$ cat src/hdl/crtc_ext_pkg.sv
// constants for the extended display-controller register bank
// assumes an 8-bit index/data port pair driven synchronously to clock
package crtc_ext_pkg;
  // register indices
  localparam logic [7:0] IDX_DEVICE_ID_UPPER      = 8'h2D;
  localparam logic [7:0] IDX_DEVICE_ID_LOWER      = 8'h2E;
  localparam logic [7:0] IDX_SILICON_REVISION     = 8'h2F;
  localparam logic [7:0] IDX_LEGACY_PART_CODE     = 8'h30;
  localparam logic [7:0] IDX_MEMORY_CONFIGURATION = 8'h31;
  localparam logic [7:0] IDX_COMPAT_CONTROL_ONE   = 8'h32;
  localparam logic [7:0] IDX_COMPAT_CONTROL_TWO   = 8'h33;
  localparam logic [7:0] IDX_COMPAT_CONTROL_THREE = 8'h34;
  localparam logic [7:0] IDX_TIMING_REGISTER_LOCK = 8'h35;
  localparam logic [7:0] IDX_CONFIGURATION_ONE    = 8'h36;
  localparam logic [7:0] IDX_CONFIGURATION_TWO    = 8'h37;
  localparam logic [7:0] IDX_EXTENDED_UNLOCK_KEY  = 8'h38;
  localparam logic [7:0] IDX_SYSTEM_UNLOCK_KEY    = 8'h39;
  // locked ranges
  localparam logic [7:0] IDX_EXT_FIRST = 8'h30;
  localparam logic [7:0] IDX_EXT_LAST  = 8'h3C;
  localparam logic [7:0] IDX_SYS_FIRST = 8'h40;
  localparam logic [7:0] IDX_SYS_LAST  = 8'h6D;
  // reset values
  localparam logic [7:0] RESET_BYTE    = 8'h00;
  // field positions
  localparam int MC_BASE_OFFSET_EN = 0;
  localparam int MC_BUS16          = 2;
  localparam int MC_ENHANCED_MAP   = 3;
  localparam int MC_START_LO       = 4;
  localparam int MC_FONT_FETCH     = 6;
  localparam int C1_WRAP_256K      = 6;
  localparam int C1_VRAM_TRISTATE  = 7;
  localparam int C2_OVERFLOW_UNPROT = 1;
  localparam int C2_PIXCLK_INT     = 3;
  localparam int C2_CONV_WP        = 4;
  localparam int C2_BLANK_WHOLE    = 5;
  localparam int C2_PALETTE_WP     = 6;
  localparam int C3_SNOOP_METHOD   = 0;
  localparam int C3_NO_MABORT      = 1;
  localparam int C3_NO_RETRY       = 2;
  localparam int C3_XFER_POS_EN    = 4;
  localparam int TL_LOCK_VERT      = 4;
  localparam int TL_LOCK_HORIZ     = 5;
  localparam int CF1_MEM_TYPE_LO   = 2;
  localparam int CF1_MEM_SIZE_LO   = 5;
  localparam int CF1_BLOCK_WRITE8  = 7;
  localparam int CF2_TEST_MODE     = 1;
  localparam int CF2_INT_CLOCKS    = 3;
  localparam int CF2_DRAM_SIZE_LO  = 5;
  localparam int CF2_SCAN_TEST     = 7;
  localparam int SK_NO_READ_BURST  = 7;
endpackage : crtc_ext_pkg

$ cat src/hdl/extended_crtc_control_bank.sv
// extended display-controller register bank behind an index/data port
// assumes host index and write/read strobes arrive synchronous to clock
`timescale 1ns/1ps

// Functional notes
// - read-only upper identification byte; writes ignored
// - read-only lower identification byte; writes ignored
// - read-only revision byte, value may change between revisions
// - memory config bit 0 enables extended base address offset
// - memory config bit 2 selects 16-bit legacy memory bus
// - memory config bit 3 selects enhanced linear mapping
// - memory config bits 5-4 give start address bits 17-16
// - memory config bit 6 enables fast text font fetch
// - compat one bit 6 wraps legacy memory at 256K
// - compat one bit 7 floats vram serial clock, enable, function
// - compat two bit 1 cancels overflow register write protection
// - compat two bit 3 takes pixel clock from display clock
// - compat two bit 4 blocks colour converter port writes
// - compat two bit 5 blanks whole non-active period
// - compat two bit 6 blocks palette and overscan writes
// - compat three bits 0-2 pick snoop method, disable abort/retry
// - compat three bit 4 enables transfer execute position
// - timing lock bit 4 locks vertical, bit 5 horizontal
// - config one: memory type 3-2, size 6-5, block write bit 7
// - config two: internal clocks bit 3, test bit 1, scan bit 7
// - config two bits 6-5 give DRAM portion size
// - extended key must be written before indices 30-3C accept writes; the two key registers at 38 and 39 take writes without it
// - system key must be written before indices 40-6D accept writes; this bank holds no registers there and the key gates no writes
// - system key bit 7 forbids bus read bursts
module extended_crtc_control_bank #(
  parameter logic [7:0] DEVICE_ID_HIGH = 8'hA5, // arbitrary value
  parameter logic [7:0] DEVICE_ID_LOW  = 8'h5A, // arbitrary value
  parameter logic [7:0] REVISION       = 8'h01, // arbitrary value
  parameter logic [7:0] PART_CODE      = 8'hC3, // arbitrary value
  parameter logic [7:0] EXT_KEY        = 8'h48, // arbitrary value
  parameter logic [7:0] SYS_KEY        = 8'hA0  // arbitrary value
) (
  // clock and reset
  input  wire logic       clock,
  input  wire logic       reset,
  // host index/data port
  input  wire logic [7:0] reg_index,
  input  wire logic       reg_write,
  input  wire logic [7:0] reg_write_data,
  input  wire logic       reg_read,
  output logic      [7:0] reg_read_data,
  output logic            reg_read_valid,
  // unlock status
  output logic            ext_unlocked,
  output logic            sys_unlocked,
  // memory configuration controls
  output logic            base_offset_enable,
  output logic            legacy_bus16,
  output logic            enhanced_mapping,
  output logic      [1:0] start_address_hi,
  output logic            font_fetch_fast,
  output logic            wrap_256k,
  output logic            vram_outputs_float,
  // compatibility controls
  output logic            overflow_unprotect,
  output logic            pixel_clock_internal,
  output logic            converter_write_block,
  output logic            blank_whole_period,
  output logic            palette_write_block,
  output logic            snoop_method,
  output logic            snoop_no_master_abort,
  output logic            snoop_no_retry,
  output logic            transfer_position_enable,
  output logic            lock_vertical_timing,
  output logic            lock_horizontal_timing,
  // configuration controls
  output logic      [1:0] memory_type,
  output logic      [1:0] memory_size,
  output logic            block_write8,
  output logic            test_mode,
  output logic            internal_clocks,
  output logic      [1:0] dram_portion_size,
  output logic            scan_test,
  output logic            read_burst_disable
);
  import crtc_ext_pkg::*;

  logic [7:0] memory_configuration;
  logic [7:0] compat_control_one;
  logic [7:0] compat_control_two;
  logic [7:0] compat_control_three;
  logic [7:0] timing_register_lock;
  logic [7:0] configuration_one;
  logic [7:0] configuration_two;
  logic [7:0] extended_unlock_key;
  logic [7:0] system_unlock_key;
  logic       ext_open;
  logic       write_ok;
  logic [7:0] next_read_data;

  //////////////////////////////////////////////////////////////////////////
  // extended group gate
  assign ext_open = (extended_unlock_key == EXT_KEY);
  // key registers themselves stay writable so software can unlock
  assign write_ok = reg_write
                  && ((reg_index == IDX_EXTENDED_UNLOCK_KEY)
                   || (reg_index == IDX_SYSTEM_UNLOCK_KEY) || ext_open);

  always_ff @(posedge clock) begin
    if (reset) begin
      extended_unlock_key <= RESET_BYTE;
    end else if (write_ok && (reg_index == IDX_EXTENDED_UNLOCK_KEY)) begin
      extended_unlock_key <= reg_write_data;
    end
  end

  // system key store
  // keys stay writable at all times, else software could never unlock
  always_ff @(posedge clock) begin
    if (reset) begin
      system_unlock_key <= RESET_BYTE;
    end else if (write_ok && (reg_index == IDX_SYSTEM_UNLOCK_KEY)) begin
      system_unlock_key <= reg_write_data;
    end
  end

  // identification bytes have no storage, so writes to them fall away;
  // control registers below take writes only while the extended key
  // matches, and a refused write is dropped without any sign at the port

  // memory configuration store
  always_ff @(posedge clock) begin
    if (reset) begin
      memory_configuration <= RESET_BYTE;
    end else if (write_ok && (reg_index == IDX_MEMORY_CONFIGURATION)) begin
      memory_configuration <= reg_write_data;
    end
  end

  // compatibility one store
  always_ff @(posedge clock) begin
    if (reset) begin
      compat_control_one <= RESET_BYTE;
    end else if (write_ok && (reg_index == IDX_COMPAT_CONTROL_ONE)) begin
      compat_control_one <= reg_write_data;
    end
  end

  // compatibility two store
  always_ff @(posedge clock) begin
    if (reset) begin
      compat_control_two <= RESET_BYTE;
    end else if (write_ok && (reg_index == IDX_COMPAT_CONTROL_TWO)) begin
      compat_control_two <= reg_write_data;
    end
  end

  // compatibility three store
  always_ff @(posedge clock) begin
    if (reset) begin
      compat_control_three <= RESET_BYTE;
    end else if (write_ok && (reg_index == IDX_COMPAT_CONTROL_THREE)) begin
      compat_control_three <= reg_write_data;
    end
  end

  // timing lock store
  always_ff @(posedge clock) begin
    if (reset) begin
      timing_register_lock <= RESET_BYTE;
    end else if (write_ok && (reg_index == IDX_TIMING_REGISTER_LOCK)) begin
      timing_register_lock <= reg_write_data;
    end
  end

  // configuration one store
  always_ff @(posedge clock) begin
    if (reset) begin
      configuration_one <= RESET_BYTE;
    end else if (write_ok && (reg_index == IDX_CONFIGURATION_ONE)) begin
      configuration_one <= reg_write_data;
    end
  end

  // configuration two store
  always_ff @(posedge clock) begin
    if (reset) begin
      configuration_two <= RESET_BYTE;
    end else if (write_ok && (reg_index == IDX_CONFIGURATION_TWO)) begin
      configuration_two <= reg_write_data;
    end
  end

  //////////////////////////////////////////////////////////////////////////
  // read mux; unmapped indices read zero
  always_comb begin
    case (reg_index)
      IDX_DEVICE_ID_UPPER:      next_read_data = DEVICE_ID_HIGH;
      IDX_DEVICE_ID_LOWER:      next_read_data = DEVICE_ID_LOW;
      IDX_SILICON_REVISION:     next_read_data = REVISION;
      IDX_LEGACY_PART_CODE:     next_read_data = PART_CODE;
      IDX_MEMORY_CONFIGURATION: next_read_data = memory_configuration;
      IDX_COMPAT_CONTROL_ONE:   next_read_data = compat_control_one;
      IDX_COMPAT_CONTROL_TWO:   next_read_data = compat_control_two;
      IDX_COMPAT_CONTROL_THREE: next_read_data = compat_control_three;
      IDX_TIMING_REGISTER_LOCK: next_read_data = timing_register_lock;
      IDX_CONFIGURATION_ONE:    next_read_data = configuration_one;
      IDX_CONFIGURATION_TWO:    next_read_data = configuration_two;
      IDX_EXTENDED_UNLOCK_KEY:  next_read_data = extended_unlock_key;
      IDX_SYSTEM_UNLOCK_KEY:    next_read_data = system_unlock_key;
      default:                  next_read_data = 8'h00;
    endcase
  end

  // registered read answer, one cycle after the strobe
  always_ff @(posedge clock) begin
    if (reset) begin
      reg_read_data  <= 8'h00;
      reg_read_valid <= 1'b0;
    end else begin
      reg_read_valid <= reg_read;
      if (reg_read)
        reg_read_data <= next_read_data;
    end
  end

  //////////////////////////////////////////////////////////////////////////
  // registered control outputs; each lags its register by one cycle so
  // every output leaves a flip-flop, at the cost of one cycle of latency

  // mismatched key locks
  // status lags the key by one cycle; the next host access sees it
  always_ff @(posedge clock) begin
    if (reset) begin
      ext_unlocked <= RESET_BYTE[0];
      sys_unlocked <= RESET_BYTE[0];
    end else begin
      ext_unlocked <= ext_open;
      sys_unlocked <= (system_unlock_key == SYS_KEY);
    end
  end

  // memory configuration controls
  // start address bits feed only the legacy start-address path
  always_ff @(posedge clock) begin
    if (reset) begin
      base_offset_enable <= RESET_BYTE[0];
      legacy_bus16       <= RESET_BYTE[0];
      enhanced_mapping   <= RESET_BYTE[0];
      start_address_hi   <= RESET_BYTE[1:0];
      font_fetch_fast    <= RESET_BYTE[0];
    end else begin
      base_offset_enable <= memory_configuration[MC_BASE_OFFSET_EN];
      legacy_bus16 <= memory_configuration[MC_BUS16];
      enhanced_mapping <= memory_configuration[MC_ENHANCED_MAP];
      start_address_hi <= memory_configuration[MC_START_LO +: 2];
      font_fetch_fast <= memory_configuration[MC_FONT_FETCH];
    end
  end

  // compatibility one controls; the vram pads float outside this bank
  always_ff @(posedge clock) begin
    if (reset) begin
      wrap_256k          <= RESET_BYTE[0];
      vram_outputs_float <= RESET_BYTE[0];
    end else begin
      wrap_256k <= compat_control_one[C1_WRAP_256K];
      vram_outputs_float <= compat_control_one[C1_VRAM_TRISTATE];
    end
  end

  // compatibility two controls
  // write blocks only flag the palette and converter ports outside
  always_ff @(posedge clock) begin
    if (reset) begin
      overflow_unprotect    <= RESET_BYTE[0];
      pixel_clock_internal  <= RESET_BYTE[0];
      converter_write_block <= RESET_BYTE[0];
      blank_whole_period    <= RESET_BYTE[0];
      palette_write_block   <= RESET_BYTE[0];
    end else begin
      overflow_unprotect <= compat_control_two[C2_OVERFLOW_UNPROT];
      pixel_clock_internal <= compat_control_two[C2_PIXCLK_INT];
      converter_write_block <= compat_control_two[C2_CONV_WP];
      blank_whole_period <= compat_control_two[C2_BLANK_WHOLE];
      palette_write_block <= compat_control_two[C2_PALETTE_WP];
    end
  end

  // compatibility three controls
  // snoop bits steer bus handling that lives outside this bank
  always_ff @(posedge clock) begin
    if (reset) begin
      snoop_method             <= RESET_BYTE[0];
      snoop_no_master_abort    <= RESET_BYTE[0];
      snoop_no_retry           <= RESET_BYTE[0];
      transfer_position_enable <= RESET_BYTE[0];
    end else begin
      snoop_method          <= compat_control_three[C3_SNOOP_METHOD];
      snoop_no_master_abort <= compat_control_three[C3_NO_MABORT];
      snoop_no_retry        <= compat_control_three[C3_NO_RETRY];
      transfer_position_enable <= compat_control_three[C3_XFER_POS_EN];
    end
  end

  // timing locks only report; the timing registers sit outside
  always_ff @(posedge clock) begin
    if (reset) begin
      lock_vertical_timing   <= RESET_BYTE[0];
      lock_horizontal_timing <= RESET_BYTE[0];
    end else begin
      lock_vertical_timing   <= timing_register_lock[TL_LOCK_VERT];
      lock_horizontal_timing <= timing_register_lock[TL_LOCK_HORIZ];
    end
  end

  // configuration one controls
  // size and type only describe the memory; nothing here checks them
  always_ff @(posedge clock) begin
    if (reset) begin
      memory_type  <= RESET_BYTE[1:0];
      memory_size  <= RESET_BYTE[1:0];
      block_write8 <= RESET_BYTE[0];
    end else begin
      memory_type  <= configuration_one[CF1_MEM_TYPE_LO +: 2];
      memory_size  <= configuration_one[CF1_MEM_SIZE_LO +: 2];
      block_write8 <= configuration_one[CF1_BLOCK_WRITE8];
    end
  end

  // test and scan bits are plain storage; test logic sits outside
  always_ff @(posedge clock) begin
    if (reset) begin
      test_mode         <= RESET_BYTE[0];
      internal_clocks   <= RESET_BYTE[0];
      scan_test         <= RESET_BYTE[0];
      dram_portion_size <= RESET_BYTE[1:0];
    end else begin
      test_mode       <= configuration_two[CF2_TEST_MODE];
      internal_clocks <= configuration_two[CF2_INT_CLOCKS];
      scan_test       <= configuration_two[CF2_SCAN_TEST];
      dram_portion_size <= configuration_two[CF2_DRAM_SIZE_LO +: 2];
    end
  end

  // read burst inhibit
  // shares the key register, so every system key write moves it
  always_ff @(posedge clock) begin
    if (reset) begin
      read_burst_disable <= RESET_BYTE[0];
    end else begin
      read_burst_disable <= system_unlock_key[SK_NO_READ_BURST];
    end
  end
endmodule : extended_crtc_control_bank

$ cat config.mk
export PLATFORM = sky130hd
export DESIGN_NAME = extended_crtc_control_bank
export DESIGN_NICKNAME = d
export VERILOG_FILES = /design/src/hdl/crtc_ext_pkg.sv /design/src/hdl/extended_crtc_control_bank.sv
export SDC_FILE = /design/constraint.sdc
export NUM_CORES = 1
export LEC_CHECK = 0
export ABC_AREA = 1
export BUFFER_PORTS_ARGS = -buffer_cell sky130_fd_sc_hd__buf_2
export CAP_MARGIN = 20
export CELL_PAD_IN_SITES_DETAIL_PLACEMENT = 2
export CELL_PAD_IN_SITES_GLOBAL_PLACEMENT = 2
export CORE_MARGIN = 10
export CORE_UTILIZATION = 32
export CTS_CLUSTER_DIAMETER = 60
export DETAILED_ROUTE_END_ITERATION = 6
export GPL_TIMING_DRIVEN = 0
export PLACE_DENSITY = 0.83
export SKIP_LAST_GASP = 1
export SLEW_MARGIN = 20
export SYNTH_ARGS = -nofsm -noshare
export SYNTH_HDL_FRONTEND = slang
export SYNTH_SLANG_ARGS = --single-unit
$ cat constraint.sdc
create_clock -name clock -period 2 [get_ports clock]
set_input_delay 0.6 -clock clock [delete_from_list [all_inputs] [get_ports clock]]
set_output_delay 0.6 -clock clock [all_outputs]
set_load 0.01 [all_outputs]
==> results of run 1 <==
-- Yosys cell counts (3+ instances only) --
library cell | count | area share
sky130_fd_sc_hd__dfxtp_1 | 113 | 0.44
sky130_fd_sc_hd__buf_2 | 8 | 0.0078
sky130_fd_sc_hd__nor2_2 | 3 | 0.0037
sky130_fd_sc_hd__o21ai_0 | 4 | 0.0039
sky130_fd_sc_hd__nand2_4 | 3 | 0.0066
sky130_fd_sc_hd__buf_6 | 9 | 0.020
sky130_fd_sc_hd__nand4_4 | 7 | 0.029
sky130_fd_sc_hd__nand2_2 | 5 | 0.0061
sky130_fd_sc_hd__inv_1 | 84 | 0.061
sky130_fd_sc_hd__nand2_1 | 213 | 0.16
sky130_fd_sc_hd__a21oi_1 | 10 | 0.0097
sky130_fd_sc_hd__nand3_1 | 73 | 0.071
sky130_fd_sc_hd__buf_1 | 9 | 0.0066
sky130_fd_sc_hd__nor2_1 | 209 | 0.15
sky130_fd_sc_hd__clkbuf_1 | 11 | 0.0080
-- worst min-delay path: stages (launching register included) --
cell and delay (ps):
sky130_fd_sc_hd__dfxtp_1 310, sky130_fd_sc_hd__inv_1 70, sky130_fd_sc_hd__nor2_1 40
-- registers in the layout (all words and copies together) (netlist names), 2 cells and up --
name	count
memory_configuration	8
extended_unlock_key	8
timing_register_lock	8
memory_size	2
memory_type	2
system_unlock_key	8
configuration_one	8
reg_read_data	8
configuration_two	8
compat_control_three	8
dram_portion_size	2
compat_control_two	8
start_address_hi	2
compat_control_one	8
-- worst min path at each step --
stage,startpoint,to,slack [ps],cells after the start
2_1_floorplan,system_unlock_key[6],sys_unlocked,420,1
3_3_place_gp,configuration_two[6],dram_portion_size[1],450,2
3_5_place_dp,configuration_one[6],memory_size[1],450,2
4_1_cts,configuration_one[6],memory_size[1],460,2
5_1_grt,configuration_one[6],memory_size[1],480,2
6_report,configuration_one[6],memory_size[1],460,2
-- per-layer routing --
layer	vias to the layer above	part of all wire	global-route usage
met3	33	0.039	0.0445
li1	2475	-	-
met1	2543	0.44	0.238
met4	0	0.021	0.0691
met5	-	0	0
met2	101	0.50	0.346
-- what timing repair did --
item                                    CTS  global route
pin swaps                                 0             1
gates resized for setup                   4            11
endpoints found under the setup margin   17            20
-- power breakdown --
part	leakage, nW	internal (mW)	switching, mW
sequential	0.910	2.25	0.000431
combinational	2.14	0.0324	0.173
clock	0.309	2.13	1.11
-- layout make-up --
cell class                 instances  area (sq um)  area share
multi-input combinational        533          2340       0.371
sequential                       113          2260       0.358
clock buffer                      20           457      0.0723
inverter                          88           332      0.0525
tap                              216           270      0.0428
timing repair buffer              49           245      0.0388
buffer                            39           244      0.0386
clock inverter                    12           163      0.0258
-- kinds of logic (layout without fill, tap and decap cells) --
family | Yosys count | in the layout | share of synthesized area
simple gates | 518 | 518 | 0.433
flops | 113 | 113 | 0.440
compound gates | 15 | 15 | 0.0168
buf+inv | 127 | 208 | 0.110
-- placed cells by master, fill, tap and decap left out, types with 8 or more instances in the layout --
| cell | instances |
|---|---|
| sky130_fd_sc_hd__dfxtp_1 | 113 |
| sky130_fd_sc_hd__inv_1 | 84 |
| sky130_fd_sc_hd__clkbuf_16 | 17 |
| sky130_fd_sc_hd__clkbuf_1 | 11 |
| sky130_fd_sc_hd__nor2_1 | 203 |
| sky130_fd_sc_hd__buf_6 | 10 |
| sky130_fd_sc_hd__buf_2 | 54 |
| sky130_fd_sc_hd__nand2_1 | 213 |
| sky130_fd_sc_hd__nand3_1 | 73 |
| sky130_fd_sc_hd__buf_1 | 9 |
| sky130_fd_sc_hd__clkinv_2 | 8 |
| sky130_fd_sc_hd__a21oi_1 | 10 |
-- stage by stage --
stage / setup TNS [ps] / instances / area [sq um] / setup slack, ps
6_report: 0 / 1070 / 6310 / 73.5
3_5_place_dp: -33950 / 1038 / 5650 / -533
3_3_place_gp: -25050 / 1038 / 5650 / -425
5_1_grt: -2.80 / 1070 / 6310 / -2.80
2_1_floorplan: 0 / 773 / 5140 / 91.8
4_1_cts: -5.76 / 1070 / 6290 / -5.76
==> impl_metrics.json, run 1 <==
{
  "outcome": "finished clean",
  "synth_ff_type": "sky130_fd_sc_hd__dfxtp_1",
  "global_route_wire_length_before_repair_um": 33400,
  "track_usage": 0.200,
  "timing.critical_path.required_ps": 2350,
  "critPathLaunchType": "input pin",
  "antenna_found_initial": 0,
  "floorplan.core_area_sq_um": 15800,
  "crit_path_top_delay_cell": "sky130_fd_sc_hd__clkbuf_4",
  "synthesis.yosys.warnings": 0,
  "tritoncts": "yes",
  "ys_async_sr_fraction": 0,
  "die_width_um": 147,
  "clkLatencyLatePin_ps": 430,
  "clk_root_buffer_cell": "sky130_fd_sc_hd__clkbuf_16",
  "startpoint": "reg_index[6]",
  "drt-vias-per-instance": 4.81,
  "crit_path_cell_trace": "buf_2 > inv_1 > nand2_1 > nor2_4 > buf_6 > clkbuf_4 > nand3_1 > nand2_1 > nor2_1 > nand3_1 > nand2_1 > a21oi_1",
  "clock_path_buffers": 2,
  "buffers_added_on_ports": 49,
  "timing_hold_violations_final": 0,
  "design.portCount": 61,
  "number_of_nets_produced_by_synthesis": 793,
  "detail_route.first_pass.iterations": 4,
  "worst_setup_path_endpoint": "reg_read_data[4]",
  "worst_setup_hold_path_clk_slew_ps": 50,
  "cpPeakStageDelay_ps": 260,
  "power.density_nw_per_um2": 903,
  "max_clock_freq_mhz": 519,
  "cts.sinks": 113,
  "totalWireLength_um": 21100,
  "number_of_global_route_vias_before_repair": 5872,
  "largest_fanout_on_the_critical_path": 10,
  "layout.nets": 861,
  "finalWeightedCongestion": 0.893,
  "rsz0062_at_grt": "yes",
  "ys_ff_latch": 113,
  "seq_area_frac_synth": 0.440,
  "maxSlewViolCount": 0,
  "gate_family_responsible_for_the_most_delay_along_the_worst_path": "simple AND/OR/NAND/NOR gates",
  "route.vias.total": 5152,
  "starting_density": 0.325,
  "post-layout-total-power_mw": 5.70,
  "max_cap_viol_count": 0,
  "clock_tree.htree_level_count": 4,
  "final_antenna_net_count": 0,
  "num_rows": 46,
  "post_synth_num_cell_types": 24,
  "number_of_drc_violations_after_detailed_routing_iteration_0": 267,
  "min_path_type": "reg2reg",
  "antennaDiodeCount": 0,
  "netlist_instances": 773,
  "dp_hpwl_um": 14800,
  "drc_errors": 0,
  "timing.rr.start": "extended_unlock_key[0]",
  "max_slew_margin": 0.410,
  "share_of_cells_above_drive_strength_1": 0.151,
  "fin_crit_sh": 0.963,
  "worst-path-stages": 12,
  "crit_type": "in2reg",
  "critical_path.most_common_cell": "sky130_fd_sc_hd__nand2_1",
  "finClkSkew_ps": 10.6,
  "cp_num_buf_inv": 4,
  "r2r-end": "compat_control_one[3]",
  "finalHoldWorstSlack_ps": 455,
  "reg2reg_setup_slack_ps": 150,
  "fillerInstances": 1898,
  "holdBufCountCts": 0,
  "finalWorstPathRequiredPeriod_ps": 1930,
  "global_route.overflow_total": 0,
  "worst_pin_slew_ps": 886,
  "crit_arrival_ps": 2280,
  "final_core_utilization": 0.399,
  "max-vdd-ir-drop_mv": 0.598,
  "area_growth_pct": 22.9,
  "die_height_um": 147,
  "cts-buffers-inserted": 17,
  "synth-edff-count": 0,
  "r2r_depth": 11,
  "setup.worst_path.end_class": "flop",
  "setup_violations": 0,
  "avgRoutedWirePerCell_um": 19.7,
  "post-cts-setup-buffers": 0,
  "post_synth.cell_area_avg_sq_um": 6.64,
  "grt_start_max_net_pins": 17,
  "p_leak_nw": 3.36,
  "die-area_sq_um": 21500,
  "syn_area_sq_um": 5140
}
(Power assumes the default switching activity.)
==> run 2, diff against run 1 <==
--- a/config.mk
+++ b/config.mk
@@ -13,5 +13,4 @@
 export CORE_MARGIN = 10
 export CORE_UTILIZATION = 32
-export CTS_CLUSTER_DIAMETER = 60
 export DETAILED_ROUTE_END_ITERATION = 6
 export GPL_TIMING_DRIVEN = 0
==> constraint.sdc (replaced) <==
create_clock -name clock -period 2 [get_ports clock]
set_input_delay 0.1 -clock clock [delete_from_list [all_inputs] [get_ports clock]]
set_output_delay 0.1 -clock clock [all_outputs]
set_load 0.01 [all_outputs]
==> run 2 against run 1 <==
Combinational power fell by 3%. Critical path type is now reg2reg. Count of clock-buffer cells in the layout did not move. Clock power barely moved.
==> impl_metrics.json, run 2 (synthesized netlist as in run 1, its figures left out) <==
{
  "cts.sinks": 113,
  "p_leak_nw": 3.35,
  "global_route_wire_length_before_repair_um": 33300,
  "timing.critical_path.required_ps": 2310,
  "fin_crit_sh": 0.940,
  "antennaDiodeCount": 0,
  "finalWorstPathRequiredPeriod_ps": 1880,
  "clock_tree.htree_level_count": 4,
  "drt-vias-per-instance": 4.83,
  "power.density_nw_per_um2": 908,
  "max_cap_viol_count": 0,
  "finalWeightedCongestion": 0.893,
  "route.vias.total": 5164,
  "critPathLaunchType": "flop",
  "power_report.internal_total_mw": 4.41,
  "area_occupied_by_multi_input_gates_sq_um": 2310,
  "die_height_um": 147,
  "max_slew_margin": 0.377,
  "tritoncts": "yes",
  "number_of_global_route_vias_before_repair": 5864,
  "buffers_added_on_ports": 49,
  "starting_density": 0.325,
  "area_growth_pct": 22.1,
  "clk_root_buffer_cell": "sky130_fd_sc_hd__clkbuf_16",
  "seqPwrFrac": 0.396,
  "register_area_sq_um": 2260,
  "worst_pin_slew_ps": 931,
  "global_route.overflow_total": 0,
  "rsz0062_at_grt": "no",
  "fillerInstances": 1910,
  "share_clk_of_total_power": 0.569,
  "hold_path_depth": 3,
  "design.portCount": 61,
  "largest_fanout_on_the_critical_path": 10,
  "totalWireLength_um": 21000,
  "max_clock_freq_mhz": 532,
  "mostFrequentLayoutCells": "213 x sky130_fd_sc_hd__nand2_1, 209 x sky130_fd_sc_hd__nor2_1, 113 x sky130_fd_sc_hd__dfxtp_1",
  "finClkSkew_ps": 9.82,
  "sw_frac_of_total": 0.225,
  "timing.final.ws_setup_ps": 120,
  "share_of_cells_above_drive_strength_1": 0.143,
  "mostFrequentLayoutCell": "sky130_fd_sc_hd__nand2_1",
  "die-area_sq_um": 21500,
  "holdBufCountCts": 0,
  "final_antenna_net_count": 0,
  "max-vdd-ir-drop_mv": 0.595,
  "placement.setup.worst_slack_ps": -33.1,
  "detail_route.first_pass.iterations": 4,
  "dp_hpwl_um": 14800,
  "num_rows": 46,
  "min_path_type": "in2reg",
  "post-cts-setup-buffers": 0,
  "outcome": "finished clean",
  "crit_arrival_ps": 2190,
  "final_core_utilization": 0.396,
  "switching_power_mw": 1.28,
  "grt_start_max_net_pins": 17,
  "clock_path_buffers": 2,
  "crit_type": "reg2reg",
  "die_width_um": 147,
  "layout.nets": 861,
  "power.share.combinational": 0.035,
  "setup_violations": 0,
  "maxSlewViolCount": 0,
  "post-layout-total-power_mw": 5.69,
  "setup.worst_path.end_class": "flop",
  "number_of_drc_violations_after_detailed_routing_iteration_0": 294,
  "floorplan.core_area_sq_um": 15800,
  "worst_setup_hold_path_clk_slew_ps": 60,
  "cts_repair_resize_count": 0,
  "timing_hold_violations_final": 0,
  "clkLatencyLatePin_ps": 430,
  "avgRoutedWirePerCell_um": 19.7,
  "r2r_depth": 11,
  "track_usage": 0.199,
  "antenna_found_initial": 0,
  "drc_errors": 0,
  "cts-buffers-inserted": 17
}
[run 2: worst paths after layout]
check / startpoint / endpoint / slack (ps)
hold reg to reg: configuration_one[6] / memory_size[1] / 450
setup reg to reg: extended_unlock_key[0] / compat_control_one[3] / 120
setup / recovery: extended_unlock_key[0] / compat_control_one[3] / 120
hold / removal: reg_read / reg_read_data[7] / 70
[run 2: per-layer routing]
layer / track usage / wire length [um]
met5: 0 / 0
met4: 0.0691 / 442
met3: 0.0445 / 749
met2: 0.342 / 10500
met1: 0.238 / 9370
[run 2: metrics by stage]
| stage | area, sq um | TNS [ps] | hold WS, ps | cells |
|---|---|---|---|---|
| floorplan | 5140 | 0 | 383 | 773 |
| global placement | 5650 | 0 | 451 | 1038 |
| CTS | 6270 | 0 | 61.1 | 1070 |
| finish | 6270 | 0 | 67.4 | 1070 |
| global route | 6270 | 0 | 114 | 1070 |
| detailed placement | 5650 | -34.6 | 455 | 1038 |
[run 2: worst max-delay path, stage by stage, from the launching register on]
cell	delay, ps
sky130_fd_sc_hd__dfxtp_1	310
sky130_fd_sc_hd__inv_1	80
sky130_fd_sc_hd__nand2_1	70
sky130_fd_sc_hd__nor3_1	190
sky130_fd_sc_hd__nand2_1	240
sky130_fd_sc_hd__nand2_8	230
sky130_fd_sc_hd__nand2_4	60
sky130_fd_sc_hd__clkinv_2	90
sky130_fd_sc_hd__nand2_4	80
sky130_fd_sc_hd__buf_6	150
sky130_fd_sc_hd__nor2_1	140
sky130_fd_sc_hd__nor2_1	100
[run 2: layout make-up]
type                    instances  area share
flip-flops and latches        113       0.361
clock inverters                12      0.0259
clock buffers                  20      0.0728
repair buffers                 49      0.0391
multi-input cells             533       0.369
inverters                      88      0.0529
plain buffers                  39      0.0369
well taps                     216      0.0431
[run 2: power by group through the flow]
| stage | clock (mW) | sequential, mW | combinational, mW |
|---|---|---|---|
| final | 3.24 | 2.25 | 0.198 |
| after global routing | 3.39 | 2.25 | 0.213 |
| after CTS | 3.29 | 2.25 | 0.200 |
| after detailed placement | 0 | 2.30 | 0.197 |
| after global placement | 0 | 2.30 | 0.188 |
| after floorplan | 0 | 2.30 | 0.105 |
